**src/rtl/upcr_consts.vh**
```
// Purpose: Shared offsets, field positions, reset values and sizes.
// Assumes: Included by bare name from the design files.
// Notes:   Definitions only.
`ifndef UPCR_CONSTS_VH
`define UPCR_CONSTS_VH

`define UPCR_OFF_PWR        8'h3c
`define UPCR_OFF_XCVR       8'h40
`define UPCR_OFF_LINE       8'h44
`define UPCR_OFF_IRQ_STAT   8'h48
`define UPCR_OFF_IRQ_MASK   8'h4c

`define UPCR_PWR_VALID_BIT  8
`define UPCR_XCVR_PD_BIT    18
`define UPCR_XCVR_RST_BIT   13
`define UPCR_XCVR_RES_BIT   12
`define UPCR_XCVR_FLT_HI    11
`define UPCR_XCVR_FLT_LO    8
`define UPCR_XCVR_HWRES_BIT 7
`define UPCR_XCVR_CFG_HI    6
`define UPCR_XCVR_CFG_LO    4

`define UPCR_RESET_VALUE    32'h0000_0000
`define UPCR_LS_SE0         2'h0
`define UPCR_LS_J           2'h1
`define UPCR_LS_K           2'h2
`define UPCR_FLT_MAX_LOG    15
`define UPCR_RESP_OKAY      2'h0
`define UPCR_RESP_SLVERR    2'h2

`endif

```
**src/rtl/upcr_line_filter.v**
```verilog
// Purpose: Line-state change filter with a power-of-two hold count.
// Assumes: Line state is synchronous to aclk.
// Notes:   A change is passed only after it has stood for 2**log2 cycles.
`timescale 1ns/100ps
`default_nettype none
`include "upcr_consts.vh"

module upcr_line_filter (
    // Clock and reset
    input  wire        aclk,
    input  wire        aresetn,
    // Control
    input  wire [3:0]  log2_count,
    // Line state
    input  wire [1:0]  line_raw,
    output reg  [1:0]  line_filt_r
);

    reg  [1:0]  cand_r;
    reg  [15:0] cnt_r;
    wire [15:0] target;

    // Target of 2**n cycles; n = 0 passes after one steady cycle.
    assign target = 16'h0001 << log2_count;

    // A fresh change reloads the count so only steady levels pass.
    always @(posedge aclk) begin
        if (!aresetn) begin
            cand_r      <= `UPCR_LS_SE0;
            cnt_r       <= 16'h0000;
            line_filt_r <= `UPCR_LS_SE0;
        end else if (line_raw != cand_r) begin
            cand_r <= line_raw;
            cnt_r  <= 16'h0001;
        end else if (cand_r != line_filt_r) begin
            if (cnt_r >= target) begin
                line_filt_r <= cand_r;
            end else begin
                cnt_r <= cnt_r + 16'h0001;
            end
        end
    end

endmodule
`default_nettype wire

```
**src/rtl/upcr_suspend_ctl.v**
```verilog
// Purpose: Suspend controller that resumes on filtered line activity.
// Assumes: Suspend request comes from the interface module logic.
// Notes:   Reports the cause of each SE0 or K automatic resume as a pulse.
`timescale 1ns/100ps
`default_nettype none
`include "upcr_consts.vh"

module upcr_suspend_ctl (
    // Clock and reset
    input  wire        aclk,
    input  wire        aresetn,
    // Control
    input  wire        hw_resume_en,
    input  wire        suspend_req,
    input  wire [1:0]  line_filt,
    // Status
    output reg         suspended_r,
    output reg         resume_se0_r,
    output reg         resume_k_r
);

    localparam ST_RUN  = 2'b01;
    localparam ST_SUSP = 2'b10;

    reg [1:0] state_r;

    // Only hardware mode leaves suspend; otherwise software polls.
    always @(posedge aclk) begin
        if (!aresetn) begin
            state_r      <= ST_RUN;
            suspended_r  <= 1'b0;
            resume_se0_r <= 1'b0;
            resume_k_r   <= 1'b0;
        end else begin
            resume_se0_r <= 1'b0;
            resume_k_r   <= 1'b0;
            case (state_r)
                ST_RUN: begin
                    if (suspend_req) begin
                        state_r     <= ST_SUSP;
                        suspended_r <= 1'b1;
                    end
                end
                ST_SUSP: begin
                    if (hw_resume_en && line_filt != `UPCR_LS_J) begin
                        state_r      <= ST_RUN;
                        suspended_r  <= 1'b0;
                        resume_se0_r <= (line_filt == `UPCR_LS_SE0);
                        resume_k_r   <= (line_filt == `UPCR_LS_K);
                    end
                end
                default: begin
                    state_r <= ST_RUN;
                end
            endcase
        end
    end

endmodule
`default_nettype wire

```
**src/rtl/upcr_top.v**
```verilog
// Purpose: AXI4-Lite register block for USB transceiver control.
// Assumes: One clock aclk, synchronous active-low reset aresetn.
// Notes:   Single outstanding write and read; all outputs registered.
`timescale 1ns/100ps
`default_nettype none
`include "upcr_consts.vh"

module upcr_top (
    // Clock and reset
    input  wire        aclk,
    input  wire        aresetn,
    // AXI4-Lite write address
    input  wire [7:0]  s_axi_awaddr,
    input  wire        s_axi_awvalid,
    output reg         s_axi_awready,
    // AXI4-Lite write data
    input  wire [31:0] s_axi_wdata,
    input  wire [3:0]  s_axi_wstrb,
    input  wire        s_axi_wvalid,
    output reg         s_axi_wready,
    // AXI4-Lite write response
    output reg  [1:0]  s_axi_bresp,
    output reg         s_axi_bvalid,
    input  wire        s_axi_bready,
    // AXI4-Lite read address
    input  wire [7:0]  s_axi_araddr,
    input  wire        s_axi_arvalid,
    output reg         s_axi_arready,
    // AXI4-Lite read data
    output reg  [31:0] s_axi_rdata,
    output reg  [1:0]  s_axi_rresp,
    output reg         s_axi_rvalid,
    input  wire        s_axi_rready,
    // Transceiver side
    input  wire [1:0]  line_state,
    input  wire        suspend_req,
    output reg  [2:0]  transceiver_config_pins,
    output reg         wide_port_a_pd_dis,
    output reg         wide_port_b_pd_dis,
    output reg  [7:0]  power_signal_data,
    output reg         power_signal_valid,
    // Interrupt
    output reg         irq
);

    // Register state.
    reg  [7:0]  pwr_data_r;
    reg         pwr_valid_r;
    reg         pd_dis_r;
    reg         flag_se0_r;
    reg         flag_k_r;
    reg  [3:0]  flt_log_r;
    reg         hw_res_r;
    reg  [2:0]  cfg_r;
    reg  [2:0]  irq_stat_r;
    reg  [2:0]  irq_mask_r;

    // Write channel capture.
    reg  [7:0]  aw_addr_r;
    reg         aw_have_r;
    reg  [31:0] w_data_r;
    reg  [3:0]  w_strb_r;
    reg         w_have_r;

    wire [1:0]  line_filt;
    wire        suspended;
    wire        res_se0;
    wire        res_k;
    reg  [1:0]  line_filt_q;
    wire        line_evt;
    wire        do_write;
    wire        do_read;
    wire [7:0]  ar_word;
    reg  [31:0] wmerged;
    reg  [31:0] rd_val;
    reg         rd_ok;
    reg         wr_ok;

    upcr_line_filter u_filt (
        .aclk        (aclk),
        .aresetn     (aresetn),
        .log2_count  (flt_log_r),
        .line_raw    (line_state),
        .line_filt_r (line_filt)
    );

    upcr_suspend_ctl u_susp (
        .aclk         (aclk),
        .aresetn      (aresetn),
        .hw_resume_en (hw_res_r),
        .suspend_req  (suspend_req),
        .line_filt    (line_filt),
        .suspended_r  (suspended),
        .resume_se0_r (res_se0),
        .resume_k_r   (res_k)
    );

    assign line_evt = (line_filt != line_filt_q);
    assign do_write = aw_have_r && w_have_r && !s_axi_bvalid;
    assign do_read  = s_axi_arvalid && s_axi_arready;
    // Reads decode the word address, like writes, so low bits are ignored.
    assign ar_word  = {s_axi_araddr[7:2], 2'b00};

    // Merge strobed write bytes over the addressed register's value.
    always @* begin
        wmerged = rd_val_w(aw_addr_r);
        if (w_strb_r[0]) wmerged[7:0]   = w_data_r[7:0];
        if (w_strb_r[1]) wmerged[15:8]  = w_data_r[15:8];
        if (w_strb_r[2]) wmerged[23:16] = w_data_r[23:16];
        if (w_strb_r[3]) wmerged[31:24] = w_data_r[31:24];
    end

    // Register image for reads; reserved bits read as zero.
    function [31:0] rd_val_w;
        input [7:0] a;
        begin
            rd_val_w = `UPCR_RESET_VALUE;
            if (a == `UPCR_OFF_PWR) begin
                rd_val_w[8:0] = {pwr_valid_r, pwr_data_r};
            end else if (a == `UPCR_OFF_XCVR) begin
                rd_val_w[18]  = pd_dis_r;
                rd_val_w[13]  = flag_se0_r;
                rd_val_w[12]  = flag_k_r;
                rd_val_w[11:8] = flt_log_r;
                rd_val_w[7]   = hw_res_r;
                rd_val_w[6:4] = cfg_r;
            end else if (a == `UPCR_OFF_LINE) begin
                rd_val_w[2:0] = {suspended, line_filt};
            end else if (a == `UPCR_OFF_IRQ_STAT) begin
                rd_val_w[2:0] = irq_stat_r;
            end else if (a == `UPCR_OFF_IRQ_MASK) begin
                rd_val_w[2:0] = irq_mask_r;
            end
        end
    endfunction

    // Address decode for legality.
    always @* begin
        rd_val = rd_val_w(ar_word);
        rd_ok  = (ar_word == `UPCR_OFF_PWR) ||
                 (ar_word == `UPCR_OFF_XCVR) ||
                 (ar_word == `UPCR_OFF_LINE) ||
                 (ar_word == `UPCR_OFF_IRQ_STAT) ||
                 (ar_word == `UPCR_OFF_IRQ_MASK);
        wr_ok  = (aw_addr_r == `UPCR_OFF_PWR) ||
                 (aw_addr_r == `UPCR_OFF_XCVR) ||
                 (aw_addr_r == `UPCR_OFF_IRQ_STAT) ||
                 (aw_addr_r == `UPCR_OFF_IRQ_MASK);
    end

    // Write channels are taken independently, in either order.
    always @(posedge aclk) begin
        if (!aresetn) begin
            s_axi_awready <= 1'b0;
            s_axi_wready  <= 1'b0;
            aw_have_r     <= 1'b0;
            w_have_r      <= 1'b0;
            aw_addr_r     <= 8'h00;
            w_data_r      <= 32'h0000_0000;
            w_strb_r      <= 4'h0;
            s_axi_bvalid  <= 1'b0;
            s_axi_bresp   <= `UPCR_RESP_OKAY;
        end else begin
            s_axi_awready <= !aw_have_r && !s_axi_awready;
            s_axi_wready  <= !w_have_r && !s_axi_wready;
            if (s_axi_awvalid && s_axi_awready) begin
                aw_have_r <= 1'b1;
                aw_addr_r <= {s_axi_awaddr[7:2], 2'b00};
                s_axi_awready <= 1'b0;
            end
            if (s_axi_wvalid && s_axi_wready) begin
                w_have_r <= 1'b1;
                w_data_r <= s_axi_wdata;
                w_strb_r <= s_axi_wstrb;
                s_axi_wready <= 1'b0;
            end
            if (do_write) begin
                s_axi_bvalid <= 1'b1;
                s_axi_bresp  <= wr_ok ? `UPCR_RESP_OKAY : `UPCR_RESP_SLVERR;
            end
            if (s_axi_bvalid && s_axi_bready) begin
                s_axi_bvalid <= 1'b0;
                aw_have_r    <= 1'b0;
                w_have_r     <= 1'b0;
            end
        end
    end

    // Read channel: one read in flight; data is latched at acceptance.
    always @(posedge aclk) begin
        if (!aresetn) begin
            s_axi_arready <= 1'b0;
            s_axi_rvalid  <= 1'b0;
            s_axi_rdata   <= 32'h0000_0000;
            s_axi_rresp   <= `UPCR_RESP_OKAY;
        end else begin
            s_axi_arready <= !s_axi_rvalid && !s_axi_arready &&
                             !s_axi_arvalid ? 1'b1 :
                             (!s_axi_rvalid && !s_axi_arready);
            if (do_read) begin
                s_axi_arready <= 1'b0;
                s_axi_rvalid  <= 1'b1;
                s_axi_rdata   <= {rd_val[31:3],
                                  (ar_word == `UPCR_OFF_IRQ_STAT) ?
                                  (irq_stat_r | {res_k, res_se0,
                                  line_evt}) : rd_val[2:0]};
                s_axi_rresp   <= rd_ok ? `UPCR_RESP_OKAY :
                                 `UPCR_RESP_SLVERR;
            end else if (s_axi_rvalid && s_axi_rready) begin
                s_axi_rvalid  <= 1'b0;
            end
        end
    end

    // Control and flag registers; hardware set beats software clear.
    always @(posedge aclk) begin
        if (!aresetn) begin
            pwr_data_r  <= 8'h00;
            pwr_valid_r <= 1'b0;
            pd_dis_r    <= 1'b0;
            flag_se0_r  <= 1'b0;
            flag_k_r    <= 1'b0;
            flt_log_r   <= 4'h0;
            hw_res_r    <= 1'b0;
            cfg_r       <= 3'h0;
            irq_mask_r  <= 3'h0;
            line_filt_q <= `UPCR_LS_SE0;
        end else begin
            line_filt_q <= line_filt;
            if (do_write && aw_addr_r == `UPCR_OFF_PWR) begin
                pwr_data_r  <= wmerged[7:0];
                pwr_valid_r <= wmerged[`UPCR_PWR_VALID_BIT];
            end
            if (do_write && aw_addr_r == `UPCR_OFF_XCVR) begin
                pd_dis_r   <= wmerged[`UPCR_XCVR_PD_BIT];
                flt_log_r  <= wmerged[11:8];
                hw_res_r   <= wmerged[`UPCR_XCVR_HWRES_BIT];
                cfg_r      <= wmerged[6:4];
                flag_se0_r <= wmerged[`UPCR_XCVR_RST_BIT];
                flag_k_r   <= wmerged[`UPCR_XCVR_RES_BIT];
            end
            if (do_write && aw_addr_r == `UPCR_OFF_IRQ_MASK) begin
                irq_mask_r <= wmerged[2:0];
            end
            if (res_se0) begin
                flag_se0_r <= 1'b1;
            end
            if (res_k) begin
                flag_k_r <= 1'b1;
            end
        end
    end

    // Sticky interrupt status, cleared by a read; new events win.
    always @(posedge aclk) begin
        if (!aresetn) begin
            irq_stat_r <= 3'h0;
        end else if (do_read && ar_word == `UPCR_OFF_IRQ_STAT) begin
            irq_stat_r <= {res_k, res_se0, line_evt};
        end else begin
            irq_stat_r <= irq_stat_r | {res_k, res_se0, line_evt};
        end
    end

    // Output flops so pins never glitch on decode.
    always @(posedge aclk) begin
        if (!aresetn) begin
            transceiver_config_pins <= 3'h0;
            wide_port_a_pd_dis      <= 1'b0;
            wide_port_b_pd_dis      <= 1'b0;
            power_signal_data       <= 8'h00;
            power_signal_valid      <= 1'b0;
            irq                     <= 1'b0;
        end else begin
            transceiver_config_pins <= cfg_r;
            wide_port_a_pd_dis      <= pd_dis_r;
            wide_port_b_pd_dis      <= pd_dis_r;
            power_signal_data       <= pwr_data_r;
            power_signal_valid      <= pwr_valid_r;
            irq                     <= |(irq_stat_r & irq_mask_r);
        end
    end

endmodule
`default_nettype wire

```
**config.mk**
```make
export PLATFORM = sky130hd
export DESIGN_NAME = upcr_top
export DESIGN_NICKNAME = d
export VERILOG_FILES = /design/src/rtl/upcr_line_filter.v /design/src/rtl/upcr_suspend_ctl.v /design/src/rtl/upcr_top.v
export VERILOG_INCLUDE_DIRS = /design/src /design/src/rtl
export SDC_FILE = /design/constraint.sdc
export NUM_CORES = 1
export LEC_CHECK = 0
export BUFFER_PORTS_ARGS = -buffer_cell sky130_fd_sc_hd__buf_2
export CORE_MARGIN = 2
export CORE_UTILIZATION = 46
export DETAILED_ROUTE_END_ITERATION = 16
export HOLD_SLACK_MARGIN = 0.1
export PLACE_DENSITY = 0.69
export SETUP_SLACK_MARGIN = 0.3
export SYNTH_ARGS = -nofsm -noshare
export SYNTH_HDL_FRONTEND = slang
export SYNTH_SLANG_ARGS = --single-unit
export TNS_END_PERCENT = 5
```
**constraint.sdc**
```tcl
create_clock -name aclk -period 3.45 [get_ports aclk]
set_input_delay 0.345 -clock aclk [delete_from_list [all_inputs] [get_ports aclk]]
set_output_delay 0.345 -clock aclk [all_outputs]
set_load 0.1 [all_outputs]
```
# Yosys cells after proc, flatten, opt, wreduce, memory -nomap -nowiden
# Index checks and enable logic that the tools add are counted.
[classes]
n_shift = 1
bitwise = 5
n_reduce_logical = 54
n_eq_ne = 25
n_lt_le_gt_ge = 1
mux = 44
addsub = 1
[op_table]
columns = ["operator", "count"]
rows = [
  ["$eq 6x5->1 const B", 8],
  ["$mux 3", 12],
  ["$mux 10", 2],
  ["$mux 5", 4],
  ["$mux 1", 18],
  ["$add 16x1->16 const B", 1],
  ["$ge 16x16->1", 1],
  ["$logic_and 1x1->1", 16],
  ["$reduce_and 2->1", 8],
  ["$shl 1x4->16 const A", 1],
  ["$eq 6x4->1 const B", 2],
  ["$reduce_bool 2->1", 5],
  ["$reduce_or 2->1", 5],
  ["$reduce_and 3->1", 3],
  ["$logic_not 1->1", 8],
  ["$mux 2", 4],
  ["$mux 8", 1],
  ["$ne 4x3->1 const B", 2],
  ["$logic_or 1x1->1", 7],
  ["$mux 6", 1],
  ["$ne 2x1->1 const B", 3],
  ["$ne 2x2->1", 3],
  ["$ne 3x3->1 const B", 2],
  ["$eq 2x2->1 const B", 2],
  ["9 further kinds", 12],
]
[word_totals]
output_inout_bits = 56
regBits = 121

# Longest topological paths before layout
# Gate-level depths: netlist (run 1).
[logic_depth]
depth_word = 7
depth_mapped = 11

# By module
# Synthesis (run 1) repeated with hierarchy kept, for this count alone.
[hier_totals]
cells_unflattened = 626
area_unflattened_um2 = 5242.5
[modules_own_cells]
columns = ["mod", "instances", "cells_each", "seq_area_each_um2", "area_per_inst_um2"]
rows = [
  ["upcr_top", 1, 425, 1801.7, 3599.7],
  ["upcr_line_filter", 1, 181, 400.4, 1453.9],
  ["upcr_suspend_ctl", 1, 20, 100.1, 188.9],
]

# Least setup slack after synthesis (run 1)
# OpenSTA, ideal clock, no wires.
[synth_timing]
kind = "reg-to-reg"
from = "register flt_log_r[0]"
to = "register u_filt.cnt_r[3]"
t_arrival_ps = 2704
stages_incl_launch_ff = 12
required_time_ps = 3380
synth_period_minus_slack_ps = 2774
setup_time_ps = 70
slack_ps = 676
n_path_buf = 2
path_cell_list = "dfxtp_1 clkbuf_1 nor2b_1 nand2_1 ha_1 nor2b_1 o211a_1 o311ai_4 nand4b_1 buf_2 or4_1 a21oi_1"
[synth_between]
elab_chain_len = 4
[synth_lines]
columns = ["element", "line_no", "text"]
rows = [
  ["start, declared", "upcr_top.v:52", "reg [3:0] flt_log_r;"],
  ["start signal, assigned", "upcr_top.v:236", "flt_log_r <= wmerged[11:8];"],
  ["$shl 1x4->16", "upcr_line_filter.v:24", "assign target = 16'h0001 << log2_count;"],
  ["$ge 16x16->1", "upcr_line_filter.v:36", "if (cnt_r >= target) begin"],
  ["$not 1->1 (no source line)", "--", ""],
  ["$reduce_and 2->1 (no source line)", "--", ""],
  ["end signal, assigned", "upcr_line_filter.v:39", "cnt_r <= cnt_r + 16'h0001;"],
  ["end, declared", "upcr_line_filter.v:20", "reg [15:0] cnt_r;"],
]
# Every way passes these cells.
# A chain may end at the register's enable or synchronous reset.

# Final worst setup path (run 1)
[layout_timing]
from = "register flt_log_r[2]"
to = "register u_filt.cnt_r[2]"
# Same word-level chain as after synthesis.

==> results.md, run 1 <==
* Worst Hold Depth at 3
* Number of port buffers at 76
* Final Cycle Share at 85.2%
* Largest cells by area after synthesis: dfxtp_1 (43%), nand2_1 (6.8%), mux2i_1 (6.0%)
* Crit path launch: flt_log_r[2]
* Max stage delay on crit path at 0.49 ns
* Final instance area at 6300 µm²
* Worst r2r src: flt_log_r[2]
* Skew final at 0.00752 ns
* HP Class: in2reg
* Post-synth EDFFs at 0
* H-tree lvl count at 4
* Primary FF master, synth: dfxtp_1
* Dpl cells at 812
* Cells after Synth at 623
* Synth warnings at 0
* Worst-Skew Late Latency at 0.41 ns
* Max_slew headroom at 31.3%
* Die width at 112 µm
* Crit Path Class: reg2reg
* Avg Cell Area, Syn at 8.55 µm²
* Levels on crit path at 9
* Gr usage total at 20.8%
* Max-slew violations at 0
* CTS tree: built
* CP Buf/Inv Count at 1
* Largest net degree at the start of global routing at 44
* Setup TNS at 0 ns
* Post-Syn Area at 5320 µm²
* First-pass GRT wire length at 20900 µm
* Synth cell count leaders: dfxtp_1 (115), nand2_1 (97), a21oi_1 (63)
* Worst Tran Pin Value at 1.02 ns
* Area growth syn-to-layout at 18.3%
* Vias in the first global route at 4441
* Gr ovfl total at 0
* Fillers at 1018
* CP delay by family, top: simple AND/OR/NAND/NOR gates
* Final setup viols at 0
* DR WL/cell at 15.1 µm
* Diode count at 0
* Layout cells sized above 1 at 19.0%
* Nets at 770
* DP HPWL at 8970 µm
* Clk slew on worst S/H paths at 0.06 ns
* Crit path DAT at 3.27 ns
* Max-cap viol count at 0
* I/O Pins at 118
* PD cells at 536 nW/µm²
* Synth area leader: dfxtp_1
* Required @ worst endpoint at 3.79 ns
* Post-DRT Antenna Nets at 0
* Leak at 0.00245 µW
* Async SR Flop Fraction at 0%
* Via density at 5.55
* Slowest library cell on the worst path: dfxtp_1
* Via Count at 4705
* Cell Area, Placed at 5690 µm²
* Worst-path cell chain: nor2b_1, nand3_1, ha_1, a211oi_1, o21bai_2, nand4b_1, buf_4, or4_1, a21oi_1
* Die area at 12500 µm²
* Count leader, synth: dfxtp_1
* DRT Pass-1 Iters at 5
* Final wirelength at 12800 µm
* Die Y at 112 µm
* CTS Root Cell: clkbuf_16
* Placer Congestion at 0.805
* IR drop worst, VDD at 0.309 mV
* Register area share after synthesis at 43.2%
* Rows at 39
* Outcome: completed
* DR iter-0 viols at 357
* CP Capture Type: flip-flop
* CP max FO at 13
* Fmax at 340 MHz
* Post-synthesis cell type count at 53
* Post-synth top area share at 43.2%
* Layout Cells excl Fill at 847
* Final Hold Vio Count at 0
* Final min period at 2.94 ns
* Drc violations at 0
* Hold buffers post-CTS at 0
* Crit start category: flip-flop
* Seq cells post-synth at 115
* Initial Utilization at 46.8%
* CTS buffer count at 17
* R2r endpoint: u_filt.cnt_r[2]
* R2R depth at 9
* Util after Layout at 55.4%
* CTS sink cnt at 115
* RSZ-0062 raised after global routing: false
* Antenna violations before repair at 0
* Reg2Reg Setup Slack at 0.51 ns
* Crit path capture: u_filt.cnt_r[2]
* Core area at 11400 µm²
* Longest Clk Path Bufs at 2
placed cells by master, fill, tap and decap left out, types with 4 or more instances in the layout:
| cell | synthesis | final |
|---|---|---|
| dfxtp_1 | 115 | 115 |
| nand2_1 | 97 | 97 |
| buf_2 | 4 | 76 |
| a21oi_1 | 63 | 63 |
| nor2_1 | 52 | 52 |
| mux2i_1 | 32 | 32 |
| o21ai_0 | 23 | 23 |
| nand3_1 | 21 | 21 |
| and2_1 | 20 | 20 |
| conb_1 | 1 | 19 |
| ha_1 | 17 | 17 |
| clkbuf_16 | 0 | 17 |
| a22oi_1 | 14 | 14 |
| nor3_1 | 12 | 11 |
| inv_1 | 11 | 10 |
| nor2b_1 | 9 | 9 |
| nand4_1 | 8 | 8 |
| o31ai_1 | 8 | 8 |
| or4_1 | 8 | 8 |
| buf_4 | 21 | 8 |
| nor4_1 | 5 | 5 |
| inv_6 | 0 | 5 |
| nand2b_1 | 4 | 4 |
| xnor2_1 | 4 | 4 |
| or3_1 | 4 | 4 |
| clkinvlp_4 | 0 | 4 |
how the worst min path moves through the flow:
| stage | start | to | slack (ns) |
|---|---|---|---|
| finish | s_axi_wdata[4] | w_data_r[4] | 0.17 |
| floorplan | w_have_r | s_axi_wready | 0.43 |
| CTS | s_axi_wdata[3] | w_data_r[3] | 0.16 |
| global route | s_axi_wdata[5] | w_data_r[5] | 0.17 |
| detailed placement | s_axi_rdata[3] | s_axi_rdata[3] | 0.45 |
| global placement | s_axi_rvalid | s_axi_arready | 0.43 |
metal layers:
layer  track usage, %  wire (µm)  up-vias  share of wire [%]
met5                0          0        -                  0
met4             9.30        345        0                2.7
met3             5.61        711       30                5.6
met2             33.6       6030      145                 47
met1             26.1       5710     2246                 45
li1                 -          -     2284                  -
cell type report:
| class | count | area, µm² | area share [%] |
|---|---|---|---|
| Inverter | 11 | 41.3 | 0.656 |
| Timing Repair Buffer | 84 | 440 | 6.99 |
| Tap cell | 143 | 179 | 2.84 |
| Clock buffer | 19 | 453 | 7.19 |
| Sequential cell | 115 | 2300 | 36.6 |
| Clock inverter | 13 | 123 | 1.95 |
| Multi-Input combinational cell | 462 | 2760 | 43.8 |
worst reg2reg max path, delay by kind of cell (launching register included):
kind | cells | cell delay, ns
compound gates | 3 | 0.63
fa+ha+maj | 1 | 0.32
buf+inv | 1 | 0.22
simple gates | 4 | 1.20
flops | 1 | 0.49
flip-flops by register name, summed over array words and instances, names as in the netlist, 2 cells and up:
name,flops
cfg_r,3
pwr_data_r,8
flt_log_r,4
transceiver_config_pins,3
u_filt.line_filt_r,2
aw_addr_r,6
irq_mask_r,3
u_filt.cand_r,2
s_axi_rdata,15
w_data_r,15
power_signal_data,8
irq_stat_r,3
u_susp.state_r,2
u_filt.cnt_r,16
w_strb_r,3
line_filt_q,2
stage by stage:
stage                     hold WS, ns  total power [µW]  worst slack, ns
after global routing            0.171              3490            0.342
after detailed placement        0.447              1710            0.313
after floorplan                 0.426              1670            0.676
final                           0.169              3370            0.511
after CTS                       0.157              3390            0.414
after global placement          0.433              1700            0.482
cells by family after synthesis:
family                     after synthesis  share of synthesized area, %
other                                    1                        0.0704
buffers and inverters                   64                          6.37
DFF                                    115                          43.2
AOI/OAI and AO/OA                      129                          14.8
xor gates and xnor gates                 6                         0.987
adders and majority gates               17                          4.00
and+or+nand+nor                        256                          23.9
muxes                                   35                          6.65
report_power, final:
group          leakage [µW]  switching (µW)  internal [µW]
Clock              0.000273             650           1040
Combinational       0.00125             233           67.0
Sequential         0.000931            30.4           1360
repair_timing:
| action | in CTS | in global routing |
|---|---|---|
| endpoints found under the setup margin | 1 | 6 |
| buffers inserted | 2 | 1 |
| resized for setup | 0 | 2 |
| pin swaps | 0 | 0 |
(Power assumes the default switching activity.)
==> run 2, diff against run 1 <==
--- a/config.mk
+++ b/config.mk
@@ -10,6 +10,7 @@
 export CORE_MARGIN = 2
 export CORE_UTILIZATION = 46
 export DETAILED_ROUTE_END_ITERATION = 16
+export GPL_TIMING_DRIVEN = 0
 export HOLD_SLACK_MARGIN = 0.1
 export PLACE_DENSITY = 0.69
 export SETUP_SLACK_MARGIN = 0.3
==> run 2 against run 1 <==
Net effect:
- clock power increased by 4%
- combinational power increased by 12%
- first-iteration DRC count increased by 14%
- critical path type unchanged
- largest cell class unchanged
- largest power group unchanged
- highest routed layer unchanged
==> results.md, run 2 (synthesis results as in run 1) <==
* Drc violations at 0
* Outcome: completed
* Final wirelength at 13700 µm
* Final min period at 2.98 ns
* Most frequent cells in the layout: dfxtp_1 (115), nand2_1 (97), buf_2 (78), a21oi_1 (63), nor2_1 (52)
* Fillers at 1043
* Initial Utilization at 46.8%
* Worst Hold Depth at 2
* Die area at 12500 µm²
* Longest Clk Path Bufs at 2
* Reg2Reg Setup Slack at 0.47 ns
* HP Class: in2reg
* Fmax at 336 MHz
* CTS sink cnt at 115
* Max-slew violations at 0
* Leak at 0.00260 µW
* Gr usage total at 22.3%
* DP HPWL at 9920 µm
* Final Cycle Share at 86.3%
* Hold Crit Start: line_state[1]
* Vias in the first global route at 4658
* Via Count at 4823
* Core area at 11400 µm²
* Crit Path Class: reg2reg
* DRT Pass-1 Iters at 5
* Antenna violations before repair at 0
* Biggest register: u_filt.cnt_r
* DR WL/cell at 15.4 µm
* Required @ worst endpoint at 3.78 ns
* Largest net degree at the start of global routing at 17
* Crit path DAT at 3.31 ns
* R2r endpoint: u_filt.cnt_r[3]
* Clk slew on worst S/H paths at 0.05 ns
* Diode count at 0
* Layout cells sized above 1 at 20.3%
* I/O Pins at 118
* Worst hold slack at 0.172 ns
* Top flop regs: u_filt.cnt_r x16, s_axi_rdata x15, w_data_r x15
* Skew final at 0.0110 ns
* Final Power at 3480 µW
* CP max FO at 10
* PD cells at 530 nW/µm²
* Worst r2r src: flt_log_r[0]
* Max_slew headroom at 38.5%
* Via density at 5.43
* Commonest non-fill, non-tap cell in the layout: dfxtp_1
* Final setup viols at 0
* Setup TNS at 0 ns
* Dpl cells at 858
* Placer Congestion at 0.873
* R2R depth at 11
* CTS Root Cell: clkbuf_16
* First-pass GRT wire length at 22300 µm
* DR iter-0 viols at 408
* Setup Buffers After CTS at 0
* Crit start category: flip-flop
* Die Y at 112 µm
* Rows at 39
* Nets at 813
* CTS tree: built
* Max-cap viol count at 0
* Post-DRT Antenna Nets at 0
* Final Hold Vio Count at 0
* Layout Cells excl Fill at 888
* RSZ-0062 raised after global routing: true
* Worst-Skew Late Latency at 0.41 ns
* CP Capture Type: flip-flop
* Number of flip-flops in the largest register at 16
* Gr ovfl total at 0
* IR drop worst, VDD at 0.297 mV
* Number of port buffers at 74
* Hold EP: u_filt.cand_r[1]
* Die width at 112 µm
* Worst Tran Pin Value at 0.914 ns
* CTS buffer count at 17
* H-tree lvl count at 4
* Area growth syn-to-layout at 23.1%
[run 2: critical path, cell delays in order (launching register included)]
cell and delay, ns:
dfxtp_1 0.33, clkbuf_2 0.23, nor2b_4 0.22, nand2_1 0.08, ha_1 0.29, nor2b_1 0.13
o211a_1 0.23, o311ai_4 0.38, nand4b_1 0.20, buf_2 0.22, or4_1 0.43, a21oi_1 0.15
[run 2: what timing repair did]
item	CTS	global route
endpoints found under the hold margin	0	0
gates resized for setup	1	9
endpoints found under the setup margin	6	17
hold buffers	0	0
[run 2: cell type report]
| type | instances | area (µm²) | area share (%) |
|---|---|---|---|
| buffer | 53 | 302 | 4.60 |
| clock buffer | 21 | 460 | 7.02 |
| clock inverter | 9 | 131 | 2.00 |
| inverter | 11 | 41.3 | 0.630 |
| multi-input combinational | 462 | 2770 | 42.3 |
| sequential | 115 | 2300 | 35.1 |
| tap | 143 | 179 | 2.73 |
| timing repair buffer | 74 | 370 | 5.65 |
[run 2: worst max path at each step]
stage / start / endpoint / slack, ns / cells after the start
2_1_floorplan: flt_log_r[0] / u_filt.cnt_r[3] / 0.68 / 11
3_3_place_gp: flt_log_r[0] / u_filt.cnt_r[3] / 0.36 / 11
3_5_place_dp: flt_log_r[0] / u_filt.cnt_r[3] / 0.29 / 11
4_1_cts: flt_log_r[0] / u_filt.cnt_r[3] / 0.37 / 11
5_1_grt: flt_log_r[1] / u_filt.cnt_r[3] / 0.25 / 11
6_report: flt_log_r[0] / u_filt.cnt_r[3] / 0.47 / 11
[run 2: stage by stage]
step	cell area, µm²	setup WS [ns]	utilization, %
2_1_floorplan	5390	0.676	-
3_3_place_gp	5940	0.358	52.3
3_5_place_dp	5940	0.292	52.3
4_1_cts	6530	0.368	57.5
5_1_grt	6560	0.254	57.7
6_report	6560	0.473	57.7
[run 2: metal layers]
layer,up-vias,share of wire [%],global-route usage [%]
met3,24,6.1,5.66
met5,-,0,0
met1,2263,45,29.1
met2,168,46,34.9
met4,0,2.6,10.3
li1,2368,-,-
[run 2: power by group]
part	internal, µW	switching, µW	leakage [µW]
sequential	1360	23.0	0.000931
combinational	85.1	252	0.00138
clock	1160	596	0.000281
total	2610	870	0.00260
